===== src/fcs_pkg.sv =====
// constants, commands and carriers for the flash command sequencer
package fcs_pkg;

	localparam int ADDR_W = 22;
	localparam int DATA_W = 16;
	localparam int LOW_W  = 12;

	// bus timing in ns at the system clock
	localparam int CLK_NS   = 10;
	localparam int T_AS_NS  = 10;
	localparam int T_WP_NS  = 35;
	localparam int T_WPH_NS = 25;
	localparam int T_ACC_NS = 70;
	localparam int T_HV_NS  = 250;
	localparam int SYNC_CYC = 2;

	// least times round up to whole cycles
	localparam int AS_CYC  = (T_AS_NS + CLK_NS - 1) / CLK_NS;
	localparam int WP_CYC  = (T_WP_NS + CLK_NS - 1) / CLK_NS;
	localparam int WPH_CYC = (T_WPH_NS + CLK_NS - 1) / CLK_NS;
	localparam int ACC_CYC = (T_ACC_NS + CLK_NS - 1) / CLK_NS + SYNC_CYC;
	localparam int HV_CYC  = (T_HV_NS + CLK_NS - 1) / CLK_NS;
	localparam int CNT_W   = 8;

	// command codes on the low data byte
	localparam logic [7:0] CODE_UNLOCK1  = 8'haa;
	localparam logic [7:0] CODE_UNLOCK2  = 8'h55;
	localparam logic [7:0] CODE_AUTOSEL  = 8'h90;
	localparam logic [7:0] CODE_PROGRAM  = 8'ha0;
	localparam logic [7:0] CODE_BYPASS   = 8'h20;
	localparam logic [7:0] CODE_RESET    = 8'hf0;
	localparam logic [7:0] CODE_SUSPEND  = 8'hb0;
	localparam logic [7:0] CODE_RESUME   = 8'h30;
	localparam logic [7:0] CODE_SEC_IN   = 8'h88;
	localparam logic [7:0] CODE_ZERO     = 8'h00;

	// unlock addresses for word and byte bus width
	localparam logic [11:0] UNL1_WORD = 12'h555;
	localparam logic [11:0] UNL2_WORD = 12'h2aa;
	localparam logic [11:0] UNL1_BYTE = 12'haaa;
	localparam logic [11:0] UNL2_BYTE = 12'h555;
	localparam logic [11:0] ADDR_ANY  = 12'h000;

	// status bit positions on the data bus
	localparam int DATA_POLL_BIT = 7;
	localparam int EXCEEDED_BIT  = 5;

	typedef enum logic [3:0] {
		OP_READ,
		OP_RESET,
		OP_AUTOSEL,
		OP_PROGRAM,
		OP_BYP_ENTER,
		OP_BYP_EXIT,
		OP_SEC_ENTER,
		OP_SEC_EXIT,
		OP_SUSPEND,
		OP_RESUME
	} fcs_op_t;

	typedef enum logic [1:0] {
		MODE_READ,
		MODE_AUTOSEL,
		MODE_BYPASS,
		MODE_SECURED
	} fcs_mode_t;

	typedef struct packed {
		fcs_op_t             op;
		logic [ADDR_W-1:0]   addr;
		logic [DATA_W-1:0]   data;
		logic                accel;
	} fcs_req_t;

	// one bus write of a command script
	typedef struct packed {
		logic [LOW_W-1:0] low;
		logic             bank;
		logic             user_addr;
		logic             user_data;
		logic [7:0]       code;
		logic             last;
	} fcs_cyc_t;

endpackage : fcs_pkg

===== src/fcs_host.sv =====
// host-side command sequencer driving an asynchronous parallel nor flash
// Behaviour
// array reads need no prior command
// bank returns to read after algorithm
// suspended sectors read status, others array
// host writes reset on timeout or autoselect
// reset returns bank to read/suspend-read
// reset aborts erase sequence before start
// reset aborts program sequence before start
// reset exits autoselect to prior read mode
// autoselect: two unlocks plus bank command
// autoselect only from read modes
// protection query needs bank and sector address
// three-cycle enter, four-cycle exit secured region
// secured region blocks bypass and acceleration
// program: unlocks, setup, address and data
// internal pulses; completion seen by polling
// commands ignored while programming runs
// no secured/autoselect while programming
// programming only clears ones to zeros
// unlocks plus 20h enter unlock bypass
// bypass program: A0h then address/data
// bypass accepts only program and exit
// high voltage only for accelerated programming
// address at later fall, data earlier rise
// write only with select, strobe low, oe high
// B0h suspends a sector erase
// customary unlock pairs per bus width
`timescale 1ns/1ns
`default_nettype none

module fcs_host #(
	parameter int POLL_MAX = 4000
) (
	input  wire logic                       clk_i,
	input  wire logic                       rst_n_i,
	input  wire logic                       cmd_valid_i,
	input  wire fcs_pkg::fcs_req_t          cmd_i,
	input  wire logic                       byte_mode_i,
	output logic                            cmd_ready_o,
	output logic                            done_o,
	output logic                            err_o,
	output logic [fcs_pkg::DATA_W-1:0]      rdata_o,
	output logic                            rdata_valid_o,
	output fcs_pkg::fcs_mode_t              mode_o,
	output logic                            suspended_o,
	output logic                            flash_busy_o,
	output logic [fcs_pkg::ADDR_W-1:0]      flash_addr_o,
	output logic [fcs_pkg::DATA_W-1:0]      dq_o,
	output logic                            dq_oe_o,
	input  wire logic [fcs_pkg::DATA_W-1:0] dq_i,
	output logic                            ce_n_o,
	output logic                            we_n_o,
	output logic                            oe_n_o,
	output logic                            byte_n_o,
	output logic                            hv_accel_o,
	output logic                            hw_reset_n_o,
	input  wire logic                       ready_busy_i
);

	typedef enum logic [2:0] {
		S_IDLE, S_HV, S_WSET, S_WLOW, S_WHIGH, S_RLOW, S_GAP, S_DONE
	} fcs_state_t;

	fcs_state_t             state_q;
	fcs_pkg::fcs_req_t      req_q;
	fcs_pkg::fcs_mode_t     mode_q;
	fcs_pkg::fcs_cyc_t      cyc;
	logic [2:0]             idx_q;
	logic [fcs_pkg::CNT_W-1:0] cnt_q;
	logic [15:0]            poll_q;
	logic                   bypass_q;
	logic                   recover_q;
	logic                   tout_seen_q;
	logic                   fail_q;
	logic [fcs_pkg::DATA_W-1:0] dq_s1_q, dq_s2_q;
	logic                   rb_s1_q, rb_s2_q;

	// which command script step goes on the bus next
	function automatic fcs_pkg::fcs_cyc_t step_of(
		input fcs_pkg::fcs_op_t op,
		input logic             bypass,
		input logic             byte_w,
		input logic [2:0]       idx
	);
		fcs_pkg::fcs_cyc_t c;
		logic [fcs_pkg::LOW_W-1:0] u1;
		logic [fcs_pkg::LOW_W-1:0] u2;
		c = '0;
		u1 = byte_w ? fcs_pkg::UNL1_BYTE : fcs_pkg::UNL1_WORD;
		u2 = byte_w ? fcs_pkg::UNL2_BYTE : fcs_pkg::UNL2_WORD;
		if (idx == 3'h0) begin
			c.low = u1;
			c.code = fcs_pkg::CODE_UNLOCK1;
		end else if (idx == 3'h1) begin
			c.low = u2;
			c.code = fcs_pkg::CODE_UNLOCK2;
		end
		unique case (op)
			fcs_pkg::OP_RESET: begin
				c = '{fcs_pkg::ADDR_ANY, 1'b0, 1'b0, 1'b0,
					fcs_pkg::CODE_RESET, 1'b1};
			end
			fcs_pkg::OP_AUTOSEL: begin
				if (idx == 3'h2)
					c = '{u1, 1'b1, 1'b0, 1'b0,
						fcs_pkg::CODE_AUTOSEL, 1'b1};
			end
			fcs_pkg::OP_PROGRAM: begin
				if (bypass) begin
					if (idx == 3'h0)
						c = '{fcs_pkg::ADDR_ANY, 1'b0, 1'b0, 1'b0,
							fcs_pkg::CODE_PROGRAM, 1'b0};
					else
						c = '{fcs_pkg::ADDR_ANY, 1'b0, 1'b1, 1'b1,
							fcs_pkg::CODE_ZERO, 1'b1};
				end else if (idx == 3'h2) begin
					c = '{u1, 1'b0, 1'b0, 1'b0,
						fcs_pkg::CODE_PROGRAM, 1'b0};
				end else if (idx == 3'h3) begin
					c = '{fcs_pkg::ADDR_ANY, 1'b0, 1'b1, 1'b1,
						fcs_pkg::CODE_ZERO, 1'b1};
				end
			end
			fcs_pkg::OP_BYP_ENTER: begin
				if (idx == 3'h2)
					c = '{u1, 1'b0, 1'b0, 1'b0,
						fcs_pkg::CODE_BYPASS, 1'b1};
			end
			fcs_pkg::OP_BYP_EXIT: begin
				c = '{fcs_pkg::ADDR_ANY, 1'b0, 1'b0, 1'b0,
					(idx == 3'h0) ? fcs_pkg::CODE_AUTOSEL
					: fcs_pkg::CODE_ZERO, idx != 3'h0};
			end
			fcs_pkg::OP_SEC_ENTER: begin
				if (idx == 3'h2)
					c = '{u1, 1'b0, 1'b0, 1'b0,
						fcs_pkg::CODE_SEC_IN, 1'b1};
			end
			fcs_pkg::OP_SEC_EXIT: begin
				if (idx == 3'h2)
					c = '{u1, 1'b0, 1'b0, 1'b0,
						fcs_pkg::CODE_AUTOSEL, 1'b0};
				else if (idx == 3'h3)
					c = '{fcs_pkg::ADDR_ANY, 1'b0, 1'b0, 1'b0,
						fcs_pkg::CODE_ZERO, 1'b1};
			end
			fcs_pkg::OP_SUSPEND: begin
				c = '{fcs_pkg::ADDR_ANY, 1'b1, 1'b0, 1'b0,
					fcs_pkg::CODE_SUSPEND, 1'b1};
			end
			fcs_pkg::OP_RESUME: begin
				c = '{fcs_pkg::ADDR_ANY, 1'b1, 1'b0, 1'b0,
					fcs_pkg::CODE_RESUME, 1'b1};
			end
			fcs_pkg::OP_READ: begin
				c.last = 1'b1;
			end
		endcase
		return c;
	endfunction : step_of

	// commands the current mode does not allow are refused at the port
	function automatic logic refused(
		input fcs_pkg::fcs_mode_t m,
		input fcs_pkg::fcs_req_t  r
	);
		logic bad;
		bad = 1'b0;
		unique case (m)
			fcs_pkg::MODE_SECURED: bad = (r.op == fcs_pkg::OP_BYP_ENTER)
				|| (r.op == fcs_pkg::OP_PROGRAM && r.accel);
			fcs_pkg::MODE_BYPASS: bad = !(r.op == fcs_pkg::OP_PROGRAM
				|| r.op == fcs_pkg::OP_BYP_EXIT
				|| r.op == fcs_pkg::OP_READ);
			fcs_pkg::MODE_AUTOSEL: bad = !(r.op == fcs_pkg::OP_READ
				|| r.op == fcs_pkg::OP_AUTOSEL
				|| r.op == fcs_pkg::OP_RESET);
			fcs_pkg::MODE_READ: bad = (r.op == fcs_pkg::OP_BYP_EXIT)
				|| (r.op == fcs_pkg::OP_SEC_EXIT);
		endcase
		return bad;
	endfunction : refused

	assign cyc = step_of(recover_q ? fcs_pkg::OP_RESET : req_q.op,
		bypass_q, byte_mode_i, idx_q);

	// dq and ready/busy come from the flash's own timing, not ours
	always_ff @(posedge clk_i) begin
		dq_s1_q <= dq_i;
		dq_s2_q <= dq_s1_q;
		rb_s1_q <= ready_busy_i;
		rb_s2_q <= rb_s1_q;
	end

	always_ff @(posedge clk_i) begin
		if (!rst_n_i) begin
			flash_busy_o <= 1'b0;
			hw_reset_n_o <= 1'b0;
			byte_n_o <= 1'b1;
		end else begin
			flash_busy_o <= !rb_s2_q;
			hw_reset_n_o <= 1'b1;
			byte_n_o <= !byte_mode_i;
		end
	end

	// sequencer: one script of writes, then a read or a poll loop
	always_ff @(posedge clk_i) begin
		if (!rst_n_i) begin
			state_q <= S_IDLE;
			req_q <= '0;
			idx_q <= '0;
			cnt_q <= '0;
			poll_q <= '0;
			bypass_q <= 1'b0;
			recover_q <= 1'b0;
			tout_seen_q <= 1'b0;
			fail_q <= 1'b0;
			cmd_ready_o <= 1'b0;
			done_o <= 1'b0;
			err_o <= 1'b0;
			rdata_o <= '0;
			rdata_valid_o <= 1'b0;
			flash_addr_o <= '0;
			dq_o <= '0;
			dq_oe_o <= 1'b0;
			ce_n_o <= 1'b1;
			we_n_o <= 1'b1;
			oe_n_o <= 1'b1;
			hv_accel_o <= 1'b0;
		end else begin
			done_o <= 1'b0;
			err_o <= 1'b0;
			rdata_valid_o <= 1'b0;
			cnt_q <= cnt_q + 1'b1;
			unique case (state_q)
				S_IDLE: begin
					// first read needs no command after reset
					cmd_ready_o <= 1'b1;
					ce_n_o <= 1'b1;
					oe_n_o <= 1'b1;
					dq_oe_o <= 1'b0;
					if (cmd_valid_i && cmd_ready_o) begin
						cmd_ready_o <= 1'b0;
						req_q <= cmd_i;
						idx_q <= '0;
						cnt_q <= '0;
						poll_q <= '0;
						tout_seen_q <= 1'b0;
						fail_q <= 1'b0;
						recover_q <= 1'b0;
						bypass_q <= (mode_q == fcs_pkg::MODE_BYPASS);
						if (refused(mode_q, cmd_i)) begin
							fail_q <= 1'b1;
							state_q <= S_DONE;
						end else if (cmd_i.op == fcs_pkg::OP_PROGRAM
							&& cmd_i.accel) begin
							bypass_q <= 1'b1;
							hv_accel_o <= 1'b1;
							state_q <= S_HV;
						end else if (cmd_i.op == fcs_pkg::OP_READ
							|| (cmd_i.op == fcs_pkg::OP_AUTOSEL
							&& mode_q == fcs_pkg::MODE_AUTOSEL)) begin
							state_q <= S_GAP;
						end else begin
							state_q <= S_WSET;
						end
					end
				end
				S_HV: begin
					// pin settles at the high level before bypass writes
					if (cnt_q == fcs_pkg::CNT_W'(fcs_pkg::HV_CYC - 1)) begin
						cnt_q <= '0;
						state_q <= S_WSET;
					end
				end
				S_WSET: begin
					// address set up while the strobe is still high
					ce_n_o <= 1'b0;
					oe_n_o <= 1'b1;
					we_n_o <= 1'b1;
					dq_oe_o <= 1'b1;
					flash_addr_o <= cyc.user_addr ? req_q.addr
						: {cyc.bank ? req_q.addr[fcs_pkg::ADDR_W-1:
						fcs_pkg::LOW_W]
						: {(fcs_pkg::ADDR_W-fcs_pkg::LOW_W){1'b0}},
						cyc.low};
					dq_o <= cyc.user_data ? req_q.data
						: {8'h00, cyc.code};
					if (cnt_q == fcs_pkg::CNT_W'(fcs_pkg::AS_CYC - 1)) begin
						cnt_q <= '0;
						state_q <= S_WLOW;
					end
				end
				S_WLOW: begin
					we_n_o <= 1'b0;
					// first edge only lowers the strobe, so count one more
					if (cnt_q == fcs_pkg::CNT_W'(fcs_pkg::WP_CYC)) begin
						cnt_q <= '0;
						we_n_o <= 1'b1; // data taken at this rise
						state_q <= S_WHIGH;
					end
				end
				S_WHIGH: begin
					ce_n_o <= 1'b1;
					if (cnt_q == fcs_pkg::CNT_W'(fcs_pkg::WPH_CYC - 1)) begin
						cnt_q <= '0;
						dq_oe_o <= 1'b0;
						idx_q <= idx_q + 1'b1;
						if (!cyc.last)
							state_q <= S_WSET;
						else if (!recover_q
							&& (req_q.op == fcs_pkg::OP_PROGRAM
							|| req_q.op == fcs_pkg::OP_AUTOSEL))
							state_q <= S_GAP;
						else
							state_q <= S_DONE;
					end
				end
				S_GAP: begin
					cnt_q <= '0;
					flash_addr_o <= req_q.addr;
					state_q <= S_RLOW;
				end
				S_RLOW: begin
					ce_n_o <= 1'b0;
					oe_n_o <= 1'b0;
					// oe drops on the first edge; sample a full access later
					if (cnt_q == fcs_pkg::CNT_W'(fcs_pkg::ACC_CYC)) begin
						cnt_q <= '0;
						oe_n_o <= 1'b1;
						ce_n_o <= 1'b1;
						rdata_o <= dq_s2_q;
						if (req_q.op != fcs_pkg::OP_PROGRAM) begin
							rdata_valid_o <= 1'b1;
							state_q <= S_DONE;
						end else if (dq_s2_q[fcs_pkg::DATA_POLL_BIT]
							== req_q.data[fcs_pkg::DATA_POLL_BIT]) begin
							// a stuck zero still reads back zero
							rdata_valid_o <= 1'b1;
							fail_q <= (dq_s2_q != req_q.data);
							state_q <= S_DONE;
						end else if (tout_seen_q
							|| poll_q == 16'(POLL_MAX)) begin
							// host must clear the timeout itself
							recover_q <= 1'b1;
							fail_q <= 1'b1;
							idx_q <= '0;
							state_q <= S_WSET;
						end else begin
							tout_seen_q <= dq_s2_q[fcs_pkg::EXCEEDED_BIT];
							poll_q <= poll_q + 1'b1;
							state_q <= S_GAP;
						end
					end
				end
				S_DONE: begin
					done_o <= 1'b1;
					err_o <= fail_q;
					hv_accel_o <= 1'b0;
					cmd_ready_o <= 1'b1;
					state_q <= S_IDLE;
				end
				default: state_q <= S_IDLE;
			endcase
		end
	end

	// mode and suspend follow the completed command
	always_ff @(posedge clk_i) begin
		if (!rst_n_i) begin
			mode_q <= fcs_pkg::MODE_READ;
			suspended_o <= 1'b0;
		end else if (state_q == S_DONE && !(fail_q && !recover_q)) begin
			unique case (recover_q ? fcs_pkg::OP_RESET : req_q.op)
				fcs_pkg::OP_RESET: begin
					if (mode_q == fcs_pkg::MODE_AUTOSEL || !recover_q)
						mode_q <= fcs_pkg::MODE_READ;
				end
				fcs_pkg::OP_AUTOSEL: mode_q <= fcs_pkg::MODE_AUTOSEL;
				fcs_pkg::OP_BYP_ENTER: mode_q <= fcs_pkg::MODE_BYPASS;
				fcs_pkg::OP_BYP_EXIT: mode_q <= fcs_pkg::MODE_READ;
				fcs_pkg::OP_SEC_ENTER: mode_q <= fcs_pkg::MODE_SECURED;
				fcs_pkg::OP_SEC_EXIT: mode_q <= fcs_pkg::MODE_READ;
				fcs_pkg::OP_SUSPEND: suspended_o <= 1'b1;
				fcs_pkg::OP_RESUME: suspended_o <= 1'b0;
				fcs_pkg::OP_READ, fcs_pkg::OP_PROGRAM: begin
				end
			endcase
		end
	end

	always_ff @(posedge clk_i) begin
		if (!rst_n_i)
			mode_o <= fcs_pkg::MODE_READ;
		else
			mode_o <= mode_q;
	end

endmodule : fcs_host

`default_nettype wire


===== config.mk =====
export PLATFORM = sky130hd
export DESIGN_NAME = fcs_host
export DESIGN_NICKNAME = d
export VERILOG_FILES = /design/src/fcs_pkg.sv /design/src/fcs_host.sv
export SDC_FILE = /design/constraint.sdc
export NUM_CORES = 1
export LEC_CHECK = 0
export BUFFER_PORTS_ARGS = -buffer_cell sky130_fd_sc_hd__buf_2
export CORE_MARGIN = 5
export CORE_UTILIZATION = 40
export CTS_CLUSTER_SIZE = 16
export DETAILED_ROUTE_END_ITERATION = 10
export PLACE_DENSITY = 0.63
export SETUP_SLACK_MARGIN = 0.1
export SYNTH_ARGS = -nofsm -noshare
export SYNTH_HDL_FRONTEND = slang
export SYNTH_SLANG_ARGS = --single-unit

===== constraint.sdc =====
create_clock -name clk_i -period 2.6 [get_ports clk_i]
set_input_delay 0.39 -clock clk_i [delete_from_list [all_inputs] [get_ports clk_i]]
set_output_delay 0.39 -clock clk_i [all_outputs]
set_load 0.01 [all_outputs]

==> results of run 1 <==
[flip-flops by register name, indices dropped and copies added (netlist names), 2 cells and up]
signal        cells
dq_s2_q          16
rdata_o          16
idx_q             3
dq_s1_q          16
mode_o            2
state_q           3
poll_q           16
mode_q            2
req_q            42
cnt_q             8
flash_addr_o     22
dq_o             16
[layout make-up]
cell class	count	area share, %
clock buffer	17	4.64
clock inverter	15	2.17
inverter	22	0.901
multi-input combinational	607	40.0
sequential	181	39.5
tap	234	3.19
timing repair buffer	161	9.58
[final timing paths]
path,slack (ns),endpoint
worst min register to register,0.33,dq_s2_q[12]$_DFF_P_
worst max register to register,0.29,poll_q[15]$_SDFFE_PN0P_
worst min-delay path,0.05,dq_s1_q[1]$_DFF_P_
worst max-delay path,0.29,poll_q[15]$_SDFFE_PN0P_
[metal layers]
| metal | vias up | GRT usage (%) | wire length [um] |
|---|---|---|---|
| met5 | - | 0 | 0 |
| met4 | 0 | 5.82 | 348 |
| met3 | 27 | 4.81 | 1060 |
| met2 | 161 | 31.1 | 10100 |
| met1 | 3125 | 23.5 | 8950 |
| li1 | 3329 | - | - |
[stage by stage]
step	utilization (%)	power [W]	hold slack [ns]	setup WS, ns
floorplan	-	0.00451	0.310	0.370
global placement	45.5	0.00516	0.310	0.202
detailed placement	45.5	0.00518	0.312	0.182
CTS	48.9	0.00783	0.0283	0.149
global route	49.0	0.00817	0.0145	0.126
finish	49.0	0.00775	0.0460	0.293
[worst reg2reg max path, cell delays in order, from the launching register on]
cell       delay, ns
dfxtp_1         0.44
ha_1            0.18
and3b_1         0.24
nand4_4         0.18
a2111oi_4       0.43
or4b_2          0.62
a21oi_1         0.15
[repair_timing]
action	CTS	global route
endpoints found under the setup margin	0	22
buffers inserted	0	2
gates resized for setup	0	2
[cells by family after synthesis]
logic type	synth area share, %
AOI/OAI and AO/OA	18.9
xor gates and xnor gates	2.77
adders and majority gates	1.82
buffers and inverters	4.06
DFF	47.8
muxes	3.38
and+or+nand+nor	21.3
[power breakdown]
group / leakage (nW) / switching [W] / internal [W]
clock: 0.301 / 0.00131 / 0.00133
sequential: 1.48 / 0.000245 / 0.00308
combinational: 1.87 / 0.00113 / 0.000666
total: 3.65 / 0.00268 / 0.00507
[cell usage in the layout (no fill, tap or decap), types with 11 or more instances in the layout]
master and count:
a21oi_1 85, a31oi_1 22, buf_2 132, buf_4 29, clkbuf_16 17, dfxtp_1 181
ha_1 11, inv_1 21, mux2i_1 20, nand2_1 135, nand2b_1 14, nand3_1 32
nor2_1 60, o21ai_0 34, xor2_1 20
==> results.ini, run 1 <==
[worst_setup_path]
path_buf_inv=0
path_delay_family=simple AND/OR/NAND/NOR gates
worstPathArrival_ns=2.67
crit_fanout=7
cp-start-kind=flip-flop
slowest_delay_ns=0.62
crit_path_end_kind=flip-flop
crit_type=flip-flop to flip-flop
cp-startpoint=cnt_q[0]$_SDFF_PN0_
crit_required_ns=2.97
path_depth=6
reg2reg_depth=6
r2r-start=cnt_q[0]$_SDFF_PN0_
crit_path_cell_trace=ha_1 -> and3b_1 -> nand4_4 -> a2111oi_4 -> or4b_2 -> a21oi_1
slowest_stage=or4b_2

[clock_tree]
cts.sink_count=181
cts-root-buf=clkbuf_16
cts_buffer_depth=2
cts_tree=yes
htreeDepth=4
clkSlewWorstSetupHoldPaths_ns=0.08
hold_buffers=0
cts_buffers=17
clk_latency_ns=0.44

[min_path]
min_path_cells=1
worstHoldStart=dq_i[1]
hold_class=input pin to flip-flop

[timing]
setup_viol=0
report.final.slew_viol_count=0
rsz0062_at_grt=false
layout_worst_path_cycle_share_pct=88.7
clock.fmax_ghz=0.433
slew_headroom_pct=49.4
fin_crit_ns=2.31
fin_tns_setup_ns=0
hold_viol=0
worstMarginPinSlew_ns=0.757
fin_skew_ns=0.0103

[synthesis]
synthTopCellsByArea=dfxtp_1 (48%), nand2_1 (6.7%), a21oi_1 (5.6%)
avgSynthCellArea_um2=8.77
synth_warnings=0
synth_area_mm2=0.00758
yosys.area.top_type_share_pct=47.8
synth.distinct_cells=69
synthFlopType=dfxtp_1
synth-seq-cells=181
synth_edf_count=0
syn_inst=864
synth_common_cells=dfxtp_1 (181), nand2_1 (135), a21oi_1 (85), nor2_1 (61), clkbuf_1 (45)
synthArstFlopShare_pct=0
synth_nets=939
ys_seq_area_share_pct=47.8
synth_most_common_cell=dfxtp_1
synth_top_cell_by_area=dfxtp_1

[place]
dpl-instance-area_mm2=0.00852
dpl.hpwl_um=14800
place.gp.congestion=0.879
port_buffers=132
placed_cells=1203

[power]
powerDensity_mw_per_mm2=845
power.static_leakage_nw=3.65
ir_worst_vdd_mv=0.595

[route]
drc_errors=0
wirelength_um=20400
dr_total_vias=6642
route.detailed.wl_per_inst_um=16.5
route.antenna.remaining_nets=0
dr.first_iter.drc_count=331
avgViaCountPerCell=5.37
drtPass1Iterations=5

[die]
die_h_um=148
core_area_mm2=0.0187
initial_core_util_pct=40.5
dieWidth_um=148
pin_count=133
rows=50
design.die.area_mm2=0.0218

[grt]
antenna_found_initial=0
grt.overflow.total=0
grt_max_degree=37
grt_use_total_pct=18.6
grt_pass1_vias=6428
grt_pass1_wl_um=32900

[cells_and_area]
fin_cells=1237
area_growth_pct=20.9
nets=1065
multi_input_area_mm2=0.00366
antenna_cells=0
seqCellArea_mm2=0.00362
nFillCells=1826
final_area_mm2=0.00917
drive_gt1_share_pct=22.2

[run_status]
status=complete, no violations

[run]
drv_cap=0

Note: power is estimated with default switching activity, not from simulation.
==> run 2, diff against run 1 <==
Settings changed: ABC_AREA set to 1.
==> results.ini, run 2 <==
[synthesis]
synthFlopType=dfxtp_1
synthAdderAreaFrac_pct=1.75
synth_edf_count=0
synth.distinct_cells=36
synthTopCellsByArea=dfxtp_1 (46%), nand2_1 (11%), a21oi_1 (7.9%)
synthArstFlopShare_pct=0
synth_common_cells=nand2_1 (241), dfxtp_1 (181), nor2_1 (137), a21oi_1 (124), nand3_1 (99)
synth-compound-area-share_pct=13.7
yosys.area_share.simple_pct=28.8
synth_nets=1161
avgSynthCellArea_um2=7.26
synth_top_family_by_area=simple AND/OR/NAND/NOR gates
yosys-mux-area-fraction_pct=0
ys_seq_area_share_pct=46.0
synth_top_cell_by_area=dfxtp_1
synth_warnings=0
synth_most_common_cell=nand2_1
synth_xor_area_share_pct=2.67
synth-seq-cells=181
synth_area_mm2=0.00788
yosys.area.top_type_share_pct=46.0
syn_inst=1086

[die]
pin_count=133
core_area_mm2=0.0194
die_h_um=150
initial_core_util_pct=40.6
design.die.area_mm2=0.0226
dieWidth_um=150
rows=51

[worst_setup_path]
cp-start-kind=flip-flop
path_depth=9
cpMostUsedCell=nand2_1
crit_path_cell_trace=inv_1 -> ha_1 -> nand2_1 -> nand2_1 -> a21oi_4 -> nor2_2 -> nand3_2 -> nand3_1 -> a21oi_1
crit_fanout=10
path_delay_family=simple AND/OR/NAND/NOR gates
rrSetupSlack_ns=0.48
r2r-end=flash_addr_o[18]$_SDFFE_PN0P_
crit_type=flip-flop to flip-flop
path_buf_inv=1
slowest_delay_ns=0.42
worstPathArrival_ns=2.49
crit_required_ns=2.97
r2r-start=idx_q[0]$_SDFFE_PN0P_
reg2reg_depth=9
slowest_stage=dfxtp_1
crit_path_end_kind=flip-flop

[power]
p_sw_w=0.00374
p_seq_share_pct=37.1
power.static_leakage_nw=4.12
powerDensity_mw_per_mm2=968
switching_share_pct=41.0
pwr-share-comb_pct=33.0
power_frac_clock_pct=29.9
ir_worst_vdd_mv=0.490
p_int_w=0.00538

[route]
route.detailed.wl_per_inst_um=14.1
dr.first_iter.drc_count=378
drtPass1Iterations=5
drc_errors=0
wirelength_um=20900
dr_total_vias=7281
avgViaCountPerCell=4.91
route.antenna.remaining_nets=0

[cells_and_area]
nets=1281
final_area_mm2=0.00942
nFillCells=2013
final_cell_mix=nand2_1 (240), dfxtp_1 (181), nor2_1 (137), buf_2 (132), a21oi_1 (124)
regMostFlops=req_q
drive_gt1_share_pct=17.5
largest_reg_flops=42
top_regs=req_q (42), flash_addr_o (22)
area_growth_pct=19.5
antenna_cells=0
final_common_cell=nand2_1

[place]
place.gp.congestion=0.900
port_buffers=132
dpl.hpwl_um=15300
dpl-instance-area_mm2=0.00878

[grt]
grt_pass1_wl_um=34500
grt_use_total_pct=19.0
grt_max_degree=68
grt.overflow.total=0
antenna_found_initial=0
grt_pass1_vias=6922

[min_path]
hold_class=input pin to flip-flop
min_path_cells=1
hold_end=dq_s1_q[6]$_DFF_P_
worstHoldStart=dq_i[6]

[clock_tree]
postCtsSetupBuffers=0
hold_buffers=0
cts_buffer_depth=2
clkSlewWorstSetupHoldPaths_ns=0.09
htreeDepth=4
clk_latency_ns=0.44
cts_buffers=17
cts_tree=yes
cts-root-buf=clkbuf_16
cts-resized-gates=0
cts.sink_count=181

[timing]
slew_headroom_pct=55.9
fin_crit_ns=2.12
fin_tns_setup_ns=0
setup_viol=0
fin_skew_ns=0.0106
rsz0062_at_grt=false
report.final.slew_viol_count=0
layout_worst_path_cycle_share_pct=81.6
whs_ns=0.0432
clock.fmax_ghz=0.471
worstMarginPinSlew_ns=0.662
hold_viol=0

[run_status]
status=complete, no violations

[run]
drv_cap=0

## run 2: cell type report
class	instances	area [um2]	share of cell area, %
Clock buffer	17	425	4.52
Clock inverter	15	216	2.30
Timing Repair Buffer	145	783	8.32
Tap cell	265	332	3.52
Multi-Input combinational cell	769	3690	39.2
Inverter	92	345	3.67
Sequential cell	181	3620	38.5
## run 2: metal layers
layer / share of wire [%] / GRT usage (%) / wire length [um]
met4: 1.5 / 4.80 / 324
met5: 0 / 0 / 0
met3: 5.0 / 5.33 / 1050
met1: 45 / 24.5 / 9480
met2: 48 / 31.5 / 10100
## run 2: worst max-delay path by stage
| stage | slack [ns] | to | start |
|---|---|---|---|
| after CTS | 0.51 | flash_addr_o[8]$_SDFFE_PN0P_ | idx_q[0]$_SDFFE_PN0P_ |
| after floorplan | 0.90 | flash_addr_o[10]$_SDFFE_PN0P_ | idx_q[0]$_SDFFE_PN0P_ |
| final | 0.48 | flash_addr_o[18]$_SDFFE_PN0P_ | idx_q[0]$_SDFFE_PN0P_ |
| after global placement | 0.52 | flash_addr_o[2]$_SDFFE_PN0P_ | idx_q[0]$_SDFFE_PN0P_ |
| after detailed placement | 0.53 | flash_addr_o[11]$_SDFFE_PN0P_ | idx_q[0]$_SDFFE_PN0P_ |
| after global routing | 0.28 | flash_addr_o[18]$_SDFFE_PN0P_ | idx_q[0]$_SDFFE_PN0P_ |
## run 2: worst reg2reg max path, cell delays in order (launching register included)
cell	delay, ns
dfxtp_1	0.42
inv_1	0.11
ha_1	0.22
nand2_1	0.21
nand2_1	0.17
a21oi_4	0.32
nor2_2	0.13
nand3_2	0.21
nand3_1	0.12
a21oi_1	0.14
## run 2: stage by stage
step                      utilization, %  power (W)  cells  worst slack [ns]
after global routing                48.6    0.00981   1484             0.281
after global placement              45.2    0.00647   1452             0.516
final                               48.6    0.00912   1484             0.478
after detailed placement            45.2    0.00646   1452             0.535
after floorplan                        -    0.00566   1086             0.895
after CTS                           48.6    0.00921   1484             0.509
## run 2: logic make-up after synthesis
family | Yosys count
AOI/OAI and AO/OA | 207
xor gates and xnor gates | 24
adders and majority gates | 11
buffers and inverters | 136
DFF | 181
and+or+nand+nor | 527
## run 2: power groups by stage
| stage | clock network [W] | logic (W) | registers (W) |
|---|---|---|---|
| 2_1_floorplan | 0 | 0.00223 | 0.00343 |
| 3_3_place_gp | 0 | 0.00302 | 0.00345 |
| 3_5_place_dp | 0 | 0.00302 | 0.00345 |
| 4_1_cts | 0.00279 | 0.00303 | 0.00339 |
| 5_1_grt | 0.00292 | 0.00346 | 0.00343 |
| 6_report | 0.00272 | 0.00301 | 0.00338 |
